$ cat src/ixseq_pkg.sv
// Package holding sequencer classes, states and cycle counts
package ixseq_pkg;
	// Instruction classes the sequencer serves
	typedef enum logic [3:0] {
		IXSEQ_JMP    = 4'h0, // jump_op indexed
		IXSEQ_ACC    = 4'h1, // accumulator operand read
		IXSEQ_LD16   = 4'h2, // load_stack_pointer, load_index_register, compare
		IXSEQ_STA    = 4'h3, // store_accumulator
		IXSEQ_RMW    = 4'h4, // read-modify-write group
		IXSEQ_TST    = 4'h5, // test_operand
		IXSEQ_ST16   = 4'h6, // store_stack_pointer, store_index_register
		IXSEQ_JSR    = 4'h7, // jump_to_subroutine indexed
		IXSEQ_BSR    = 4'h8  // branch_to_subroutine relative
	} ixseq_class_t;

	// Sequencer state, one-hot
	typedef enum logic [1:0] {
		IXSEQ_IDLE = 2'b01,
		IXSEQ_RUN  = 2'b10
	} ixseq_state_t;

	// Cycle totals per class
	localparam logic [3:0] IXSEQ_N_JMP  = 4'h4;
	localparam logic [3:0] IXSEQ_N_ACC  = 4'h5;
	localparam logic [3:0] IXSEQ_N_LD16 = 4'h6;
	localparam logic [3:0] IXSEQ_N_STA  = 4'h6;
	localparam logic [3:0] IXSEQ_N_RMW  = 4'h7;
	localparam logic [3:0] IXSEQ_N_ST16 = 4'h7;
	localparam logic [3:0] IXSEQ_N_JSR  = 4'h8;
	localparam logic [3:0] IXSEQ_N_BSR  = 4'h8;
	// Reset values
	localparam logic [15:0] IXSEQ_ADDR_RST = 16'h0000;
	localparam logic [7:0]  IXSEQ_DATA_RST = 8'h00;
endpackage

$ cat src/ixseq_top.sv
// Indexed-mode bus sequencer: per-cycle strobe, address, direction and data
// Operation
// - Subroutine-branch cycles 4,5 push return bytes.
// - Subroutine-branch cycles 6-8 strobe low reads.
// - Ignore data bus in irrelevant cycles.
// - Indexed jump: four cycles, two dummy reads.
// - Accumulator read: five cycles, operand last.
// - Sixteen-bit loads: six cycles, high then low.
// - Accumulator store: six cycles, write last.
// - Modify ops: seven cycles, read, dummy, write.
// - Test operand keeps strobe low finally.
// - Sixteen-bit stores: seven cycles, high then low.
// - Indexed subroutine jump: eight cycles, push return.
// - Last three subroutine cycles strobe low reads.
// - Opcode then offset fetched, strobe high.
`timescale 1ns/1ps
module ixseq_top
	import ixseq_pkg::*;
(
	input  wire logic         mclk,
	input  wire logic         arst_n,
	input  wire logic         start,          // Pulse: begin at cycle 1, same clock domain
	input  wire ixseq_class_t opClass,        // Class, sampled with start
	input  wire logic [15:0]  opcodeAddr,     // Address of opcode
	input  wire logic [15:0]  indexReg,       // Index register
	input  wire logic [15:0]  stackPtr,       // Stack pointer
	input  wire logic [15:0]  returnAddr,     // Return address to push
	input  wire logic [15:0]  subAddr,        // Relative subroutine target
	input  wire logic [15:0]  storeWord,      // Register for 16-bit stores
	input  wire logic [7:0]   accData,        // Accumulator for store
	input  wire logic [7:0]   newOperand,     // Modified operand value
	input  wire logic [7:0]   dataIn,         // Data bus input
	output logic              valid_memory_strobe,
	output logic [15:0]       addrOut,
	output logic              readNotWrite,
	output logic [7:0]        dataOut,
	output logic              dataOe,         // High while driving data bus
	output logic [7:0]        offsetByte,     // Captured offset
	output logic [7:0]        operandHi,      // Captured operand / high byte
	output logic [7:0]        operandLo,      // Captured low byte
	output logic              busy,
	output logic              done            // Pulse in last cycle
);
	ixseq_state_t state_r, state_nxt;
	ixseq_class_t cls_r;                      // Latched class
	logic [3:0]   cyc_r, cyc_nxt;             // Current cycle number, 1-based
	logic [15:0]  op_r, ix_r, sp_r, ret_r, sub_r, sw_r;
	logic [7:0]   acc_r, off_r, hi_r, lo_r;

	// Address arithmetic; offset taken unsigned
	wire [15:0] noCarryAddr = {ix_r[15:8], 8'(ix_r[7:0] + off_r)};
	wire [15:0] effAddr     = 16'(ix_r + {8'h00, off_r});
	wire [15:0] effAddr1    = 16'(effAddr + 16'h0001);

	wire [3:0] lastCyc =
		(cls_r == IXSEQ_JMP)  ? IXSEQ_N_JMP  :
		(cls_r == IXSEQ_ACC)  ? IXSEQ_N_ACC  :
		(cls_r == IXSEQ_LD16) ? IXSEQ_N_LD16 :
		(cls_r == IXSEQ_STA)  ? IXSEQ_N_STA  :
		(cls_r == IXSEQ_ST16) ? IXSEQ_N_ST16 :
		(cls_r == IXSEQ_JSR)  ? IXSEQ_N_JSR  :
		(cls_r == IXSEQ_BSR)  ? IXSEQ_N_BSR  : IXSEQ_N_RMW;

	// Per-cycle bus plan, combinational
	logic        vma_c, rd_c, oe_c;
	logic [15:0] ad_c;
	logic [7:0]  do_c;
	always_comb begin
		vma_c = 1'b1;
		rd_c  = 1'b1;
		oe_c  = 1'b0;
		ad_c  = op_r;
		do_c  = IXSEQ_DATA_RST;
		if (cyc_r == 4'h1) begin
			ad_c = op_r;
		end else if (cyc_r == 4'h2) begin
			ad_c = 16'(op_r + 16'h0001);
		end else if (cls_r == IXSEQ_BSR) begin
			// Relative subroutine branch tail
			unique case (cyc_r)
				4'h3: begin vma_c = 1'b0; ad_c = ret_r; end
				4'h4: begin rd_c = 1'b0; oe_c = 1'b1; ad_c = sp_r; do_c = ret_r[7:0]; end
				4'h5: begin
					rd_c = 1'b0; oe_c = 1'b1;
					ad_c = 16'(sp_r - 16'h0001);
					do_c = ret_r[15:8];
				end
				4'h6: begin vma_c = 1'b0; ad_c = 16'(sp_r - 16'h0002); end
				4'h7: begin vma_c = 1'b0; ad_c = ret_r; end
				default: begin vma_c = 1'b0; ad_c = sub_r; end
			endcase
		end else if (cls_r == IXSEQ_JSR) begin
			unique case (cyc_r)
				4'h3: begin vma_c = 1'b0; ad_c = ix_r; end
				4'h4: begin rd_c = 1'b0; oe_c = 1'b1; ad_c = sp_r; do_c = ret_r[7:0]; end
				4'h5: begin
					rd_c = 1'b0; oe_c = 1'b1;
					ad_c = 16'(sp_r - 16'h0001);
					do_c = ret_r[15:8];
				end
				4'h6: begin vma_c = 1'b0; ad_c = 16'(sp_r - 16'h0002); end
				4'h7: begin vma_c = 1'b0; ad_c = ix_r; end
				default: begin vma_c = 1'b0; ad_c = noCarryAddr; end
			endcase
		end else if (cyc_r == 4'h3) begin
			vma_c = 1'b0;
			ad_c  = ix_r;
		end else if (cyc_r == 4'h4) begin
			vma_c = 1'b0;
			ad_c  = noCarryAddr;
		end else begin
			ad_c = effAddr;
			unique case (cls_r)
				IXSEQ_LD16: if (cyc_r == 4'h6) ad_c = effAddr1;
				IXSEQ_STA: if (cyc_r == 4'h5) vma_c = 1'b0;
					else begin rd_c = 1'b0; oe_c = 1'b1; do_c = acc_r; end
				IXSEQ_RMW, IXSEQ_TST: begin
					if (cyc_r == 4'h6) vma_c = 1'b0;
					else if (cyc_r == 4'h7) begin
						vma_c = (cls_r != IXSEQ_TST);
						rd_c  = 1'b0;
						oe_c  = 1'b1;
						do_c  = newOperand;
					end
				end
				IXSEQ_ST16: begin
					if (cyc_r == 4'h5) vma_c = 1'b0;
					else begin
						rd_c = 1'b0;
						oe_c = 1'b1;
						ad_c = (cyc_r == 4'h7) ? effAddr1 : effAddr;
						do_c = (cyc_r == 4'h7) ? sw_r[7:0] : sw_r[15:8];
					end
				end
				default: vma_c = 1'b1;
			endcase
		end
	end

	// Capture enables: only strobe-high read cycles load data
	wire capOff = (state_r == IXSEQ_RUN) && (cyc_r == 4'h2);
	wire capHi  = (state_r == IXSEQ_RUN) && (cyc_r == 4'h5) && (cls_r != IXSEQ_BSR)
		&& (cls_r != IXSEQ_JSR) && (cls_r != IXSEQ_STA) && (cls_r != IXSEQ_ST16);
	wire capLo  = (state_r == IXSEQ_RUN) && (cyc_r == 4'h6) && (cls_r == IXSEQ_LD16);
	wire isLast = (state_r == IXSEQ_RUN) && (cyc_r == lastCyc);

	// Next state and cycle counter
	always_comb begin
		state_nxt = state_r;
		cyc_nxt   = cyc_r;
		unique case (state_r)
			IXSEQ_IDLE: if (start) begin
				state_nxt = IXSEQ_RUN;
				cyc_nxt   = 4'h1;
			end
			IXSEQ_RUN: if (isLast) begin
				// Back-to-back start goes straight to cycle 1
				state_nxt = start ? IXSEQ_RUN : IXSEQ_IDLE;
				cyc_nxt   = start ? 4'h1 : 4'h0;
			end else begin
				cyc_nxt = 4'(cyc_r + 4'h1);
			end
			default: begin
				state_nxt = IXSEQ_IDLE;
				cyc_nxt   = 4'h0;
			end
		endcase
	end
	wire takeStart = start && ((state_r == IXSEQ_IDLE) || isLast);

	// Control state
	always_ff @(posedge mclk or negedge arst_n) begin
		if (!arst_n) begin
			state_r <= IXSEQ_IDLE;
			cyc_r   <= 4'h0;
		end else begin
			state_r <= state_nxt;
			cyc_r   <= cyc_nxt;
		end
	end

	// Operand context latched at start
	always_ff @(posedge mclk or negedge arst_n) begin
		if (!arst_n) begin
			cls_r <= IXSEQ_JMP;
			op_r  <= IXSEQ_ADDR_RST;
			ix_r  <= IXSEQ_ADDR_RST;
			sp_r  <= IXSEQ_ADDR_RST;
			ret_r <= IXSEQ_ADDR_RST;
			sub_r <= IXSEQ_ADDR_RST;
			sw_r  <= IXSEQ_ADDR_RST;
			acc_r <= IXSEQ_DATA_RST;
		end else if (takeStart) begin
			cls_r <= opClass;
			op_r  <= opcodeAddr;
			ix_r  <= indexReg;
			sp_r  <= stackPtr;
			ret_r <= returnAddr;
			sub_r <= subAddr;
			sw_r  <= storeWord;
			acc_r <= accData;
		end
	end

	// Capture flags delayed one clock: the bus shows a plan cycle one clock late,
	// so the memory answers then; sampling earlier would catch the previous bus cycle
	logic capOff_r;                           // Bus now shows the offset fetch
	logic capHi_r;                            // Bus now shows operand / high byte read
	logic capLo_r;                            // Bus now shows low byte read
	always_ff @(posedge mclk or negedge arst_n) begin
		if (!arst_n) begin
			capOff_r <= 1'b0;
			capHi_r  <= 1'b0;
			capLo_r  <= 1'b0;
		end else begin
			capOff_r <= capOff;
			capHi_r  <= capHi;
			capLo_r  <= capLo;
		end
	end

	// Data captures from the bus, at the end of the matching bus cycle
	always_ff @(posedge mclk or negedge arst_n) begin
		if (!arst_n) begin
			off_r <= IXSEQ_DATA_RST;
			hi_r  <= IXSEQ_DATA_RST;
			lo_r  <= IXSEQ_DATA_RST;
		end else begin
			if (capOff_r) off_r <= dataIn;
			if (capHi_r) hi_r <= dataIn;
			if (capLo_r) lo_r <= dataIn;
		end
	end

	// Registered bus outputs; plan is for the cycle now running
	wire runNxt = (state_nxt == IXSEQ_RUN);
	always_ff @(posedge mclk or negedge arst_n) begin
		if (!arst_n) begin
			valid_memory_strobe <= 1'b0;
			addrOut             <= IXSEQ_ADDR_RST;
			readNotWrite        <= 1'b1;
			dataOut             <= IXSEQ_DATA_RST;
			dataOe              <= 1'b0;
			busy                <= 1'b0;
			done                <= 1'b0;
		end else begin
			valid_memory_strobe <= (state_r == IXSEQ_RUN) && vma_c;
			addrOut             <= ad_c;
			readNotWrite        <= (state_r != IXSEQ_RUN) || rd_c;
			dataOut             <= do_c;
			dataOe              <= (state_r == IXSEQ_RUN) && oe_c;
			busy                <= runNxt;
			done                <= isLast;
		end
	end

	// Captured bytes out
	always_ff @(posedge mclk or negedge arst_n) begin
		if (!arst_n) begin
			offsetByte <= IXSEQ_DATA_RST;
			operandHi  <= IXSEQ_DATA_RST;
			operandLo  <= IXSEQ_DATA_RST;
		end else begin
			offsetByte <= off_r;
			operandHi  <= hi_r;
			operandLo  <= lo_r;
		end
	end

endmodule

$ cat config.mk
export PLATFORM = sky130hd
export DESIGN_NAME = ixseq_top
export DESIGN_NICKNAME = d
export VERILOG_FILES = /design/src/ixseq_pkg.sv /design/src/ixseq_top.sv
export SDC_FILE = /design/constraint.sdc
export NUM_CORES = 1
export LEC_CHECK = 0
export ABC_AREA = 1
export BUFFER_PORTS_ARGS = -buffer_cell sky130_fd_sc_hd__buf_2
export CORE_MARGIN = 4
export CORE_UTILIZATION = 60
export CTS_CLUSTER_DIAMETER = 80
export CTS_CLUSTER_SIZE = 28
export DETAILED_ROUTE_END_ITERATION = 7
export PLACE_DENSITY = 0.84
export REMOVE_ABC_BUFFERS = 1
export SYNTH_ARGS = -nofsm -noshare
export SYNTH_HDL_FRONTEND = slang
export SYNTH_SLANG_ARGS = --single-unit
$ cat constraint.sdc
create_clock -name mclk -period 7.45 [get_ports mclk]
set_clock_uncertainty 0.2 [all_clocks]
set_input_delay 0.745 -clock mclk [delete_from_list [all_inputs] [get_ports mclk]]
set_output_delay 0.745 -clock mclk [all_outputs]
set_load 0.02 [all_outputs]
==> results.txt <==
- Synthesis produced 1,280 cells.
* Area occupied by multi-input gates: 5160 sq um
* Die height: 142 um
* Min Clock Period, post-route: 4770 ps
- The flow ran to the end, and the final reports show no timing, DRC or antenna violations.
* Critical Setup Path Class: reg2reg
* DR pass1 iterations: 6
- Of the post-synthesis cell area, the dominant cell type holds 0.445.
- Area leader, netlist: sky130_fd_sc_hd__dfrtp_1
- Fraction of layout cells with a size suffix above 1: 0.237
- Most frequent cells in the layout: sky130_fd_sc_hd__nand2_1 (231), sky130_fd_sc_hd__dfrtp_1 (192), sky130_fd_sc_hd__buf_2 (178), sky130_fd_sc_hd__nor2_1 (154), sky130_fd_sc_hd__inv_1 (134)
* Number of pins exceeding their max-slew limit in the final report: 0
* Fraction of registers with async set or reset after synthesis: 1.00
* Clock tree from TritonCTS: done
- The H-tree was split into 4 levels.
- Among all flip-flop cells after synthesis, the most frequent one is sky130_fd_sc_hd__dfrtp_1.
* Most frequent cell on the critical path: sky130_fd_sc_hd__nand2_1
- The clock net in this run drives a total of 194 sinks.
* Sum of overflow across all layers after global routing: 0
* Overall global routing resource usage: 0.311
- For this run, the register share of the synthesized area comes to 0.450.
- In this run the remaining antenna-violating nets after routing total 0.
- Rel. slew slack: 0.316
* FF/Latch Area: 4860 sq um
- Post-Synthesis Mean Instance Area: 8.43 sq um
- The share of total power dissipated in combinational logic is 0.405.
* DRC marker count from the first detailed-route iteration: 1,034
* Setup Buffers After CTS: 0
- Worst-path maximum fanout: 22
- Max_cap viols: 0
- Of the total power, registers draw 0.392.
- Via total after detailed routing: 9,832
- Summing all placed instances gives a cell area of 11,800 sq um.
- Cell internal power was estimated by the tool at 2.60 mW.
- The mapped netlist covers 10,800 sq um.
* Largest net degree at the start of global routing: 129
- The worst setup path is launched from a flop.
* Unrepaired setup endpoints after global routing: false
* Cell family with most CP delay: simple AND/OR/NAND/NOR gates
- Transition at the pin with the smallest max-transition slack: 1030 ps
- Timing analysis after detailed placement gives a worst setup slack of 2930 ps.
- After clock tree synthesis, the clock-pin slew on the worst setup and hold paths is 70 ps.
* Worst Path Buf+Inv: 3
- After routing the design area is 12,400 sq um.
* Clock Root Buffer: sky130_fd_sc_hd__clkbuf_16
* Count of warnings emitted by yosys: 0
- The initial utilization of the core area, before any placement, comes to 0.618.
* Post-detail-place hpwl: 23.1 mm
* Worst Path Required: 7610 ps
- Setup violations remaining at the end of the flow were counted as 0.
- Timing would allow up to 209 MHz.
- Summed over all layers, the routed wires come to 31.1 mm.
- In this run the static leakage power is 6.23 nW.
- From left edge to right edge, the die measures 142 um.
- The slowest stage of the critical path belongs to the cell sky130_fd_sc_hd__nor3_2.
* Ports: 180
- The synthesized design contains 194 register bits.
* Quantity of hold-fixing buffers added after cts: 0
- The core region is 17,500 sq um.
* Total negative slack for setup checks: 0 ps
- The first global-routing pass estimated 49.6 mm of wire.
- Post-route fraction of the period consumed by the critical path: 0.641
* Final count of hold timing violations: 0
* Maximum buffer depth of the clock tree: 2
* Antenna violations before repair: 0
* DIE AREA: 20,200 sq um
- Compared with the post-synthesis result, the final layout area differs by 14.7%.
- On the worst path, the slowest cell contributes a delay of 910 ps.
- Of the total power, the clock network draws 0.203.
- Cell breakdown of the critical path: inv_1 > ha_1 > nand2_1 > inv_1 > nor3_2 > inv_1 > nand2_1 > a21oi_1 > a21oi_1 > nand2_1 > nand2_1 > nand2_1 > a21oi_1
* # fillers: 1,362
- Routability Congestion: 0.948
- The worst hold path belongs to the class reg2reg.
- Via density: 5.87
- Cell types with the largest area share after synthesis: sky130_fd_sc_hd__dfrtp_1 (45%), sky130_fd_sc_hd__mux2_2 (9.3%), sky130_fd_sc_hd__nand2_1 (8.0%)
* Worst Setup Slack, final: 2680 ps
- 0 antenna diodes ended up in the layout.
- The worst setup path is captured at a flop.
- The net count of the finished layout is 1,584.
- In the routed design, unresolved DRC markers number 0.
- Of the total power, the share spent switching nets is 0.432.
- Clock buffer count from CTS: 17
- Via count of the first global-routing pass: 9,488
- Peak supply drop: 244 uV
- Yosys cell types: 55
- Power dissipated by switching net loads: 1.98 mW
- The clock reaches the later pin of the worst-skew pair after 440 ps.
- Input and output buffers added on the ports amount to 179.
- Detailed-route wire length per cell: 18.6 um
* Arrival time of data at the critical path endpoint: 4930 ps
- Standard-cell row count: 48
* Quantity of gates resized following cts: 0
- Power density over the cells: 370 nW/um^2
- Leaving out fill and tap cells, the most frequent cell in the layout is sky130_fd_sc_hd__nand2_1.
- Count of flip-flops with a built-in enable after synthesis: 0
## cell usage after synthesis (all sizes together) (3+ instances only)
master,instances
nand2,234
dfrtp,192
nor2,156
inv,137
a21oi,117
mux2,89
o21ai,82
nand3,71
buf,25
clkbuf,21
ha,19
o211ai,19
nor3,17
nand4,11
a221oi,10
a31oi,9
o22ai,9
a22o,8
xor2,8
a211oi,7
nor4,6
o221ai,5
clkinv,3
## state kept, by name (all words and copies together), names as in the netlist, 2 cells and up
signal,count
state_r,2
dataOut,8
operandHi,8
ret_r,16
cls_r,4
ix_r,16
sub_r,16
addrOut,16
offsetByte,8
acc_r,8
op_r,16
cyc_r,4
sp_r,16
off_r,8
operandLo,8
hi_r,8
lo_r,8
sw_r,16
## worst register-to-register path, stage by stage, from the launching register on
cell and delay, ps:
sky130_fd_sc_hd__dfrtp_1 440, sky130_fd_sc_hd__inv_1 130, sky130_fd_sc_hd__ha_1 220, sky130_fd_sc_hd__nand2_1 580
sky130_fd_sc_hd__inv_1 570, sky130_fd_sc_hd__nor3_2 910, sky130_fd_sc_hd__inv_1 580, sky130_fd_sc_hd__nand2_1 390
sky130_fd_sc_hd__a21oi_1 140, sky130_fd_sc_hd__a21oi_1 160, sky130_fd_sc_hd__nand2_1 70, sky130_fd_sc_hd__nand2_1 60
sky130_fd_sc_hd__nand2_1 60, sky130_fd_sc_hd__a21oi_1 170
## cells by family (layout without fill, tap and decap cells)
family / count (synthesis) / in the layout / share of synthesized area
xor gates and xnor gates: 9 / 9 / 0.00730
AOI/OAI and AO/OA: 282 / 282 / 0.161
DFF: 194 / 194 / 0.450
muxes: 89 / 89 / 0.0928
buffers and inverters: 186 / 356 / 0.0726
and+or+nand+nor: 500 / 500 / 0.193
adders and majority gates: 20 / 20 / 0.0239
## stage by stage
stage                      util  hold slack (ps)  cells  power, mW
after floorplan               -              150   1234       3.01
after global placement    0.674              154   1643       3.54
after detailed placement  0.674              163   1643       3.61
after CTS                 0.708              176   1675       4.55
after global routing      0.708              189   1675       4.89
final                     0.708              174   1675       4.58
## power by group through the flow
| stage | Combinational [mW] | Sequential (mW) | Clock, mW |
|---|---|---|---|
| CTS | 1.83 | 1.78 | 0.945 |
| finish | 1.85 | 1.80 | 0.932 |
| global route | 2.07 | 1.83 | 0.988 |
| global placement | 1.76 | 1.79 | 0 |
| detailed placement | 1.81 | 1.79 | 0 |
| floorplan | 1.29 | 1.72 | 0 |
## metal layers
layer	track usage	vias up	wire length [um]
li1	-	4635	-
met5	0	-	0
met3	0.0534	85	2720
met1	0.423	4590	12700
met4	0.135	0	1240
met2	0.495	522	14500
## final timing paths
| check | startpoint | endpoint | slack (ps) | cells after the start |
|---|---|---|---|---|
| worst max-delay path | cyc_r[1]$_DFFE_PN0P_ | addrOut[11]$_DFF_PN0_ | 2680 | 13 |
| worst min-delay path | hi_r[3]$_DFFE_PN0P_ | operandHi[3]$_DFF_PN0_ | 170 | 0 |
| worst max register to register | cyc_r[1]$_DFFE_PN0P_ | addrOut[11]$_DFF_PN0_ | 2680 | 13 |
| worst min register to register | hi_r[3]$_DFFE_PN0P_ | operandHi[3]$_DFF_PN0_ | 170 | 0 |
| max in group asynchronous | arst_n | sp_r[12]$_DFFE_PN0P_ | 5300 | 2 |
| min in group asynchronous | arst_n | hi_r[2]$_DFFE_PN0P_ | 210 | 1 |
## area by class of cell
type,instances,share of cell area
clock buffers,18,0.0355
clock inverters,14,0.0130
inverters,140,0.0424
multi-input cells,900,0.417
flip-flops and latches,194,0.392
well taps,225,0.0227
repair buffers,184,0.0771
No activity file was read; power rests on OpenSTA's default activity.
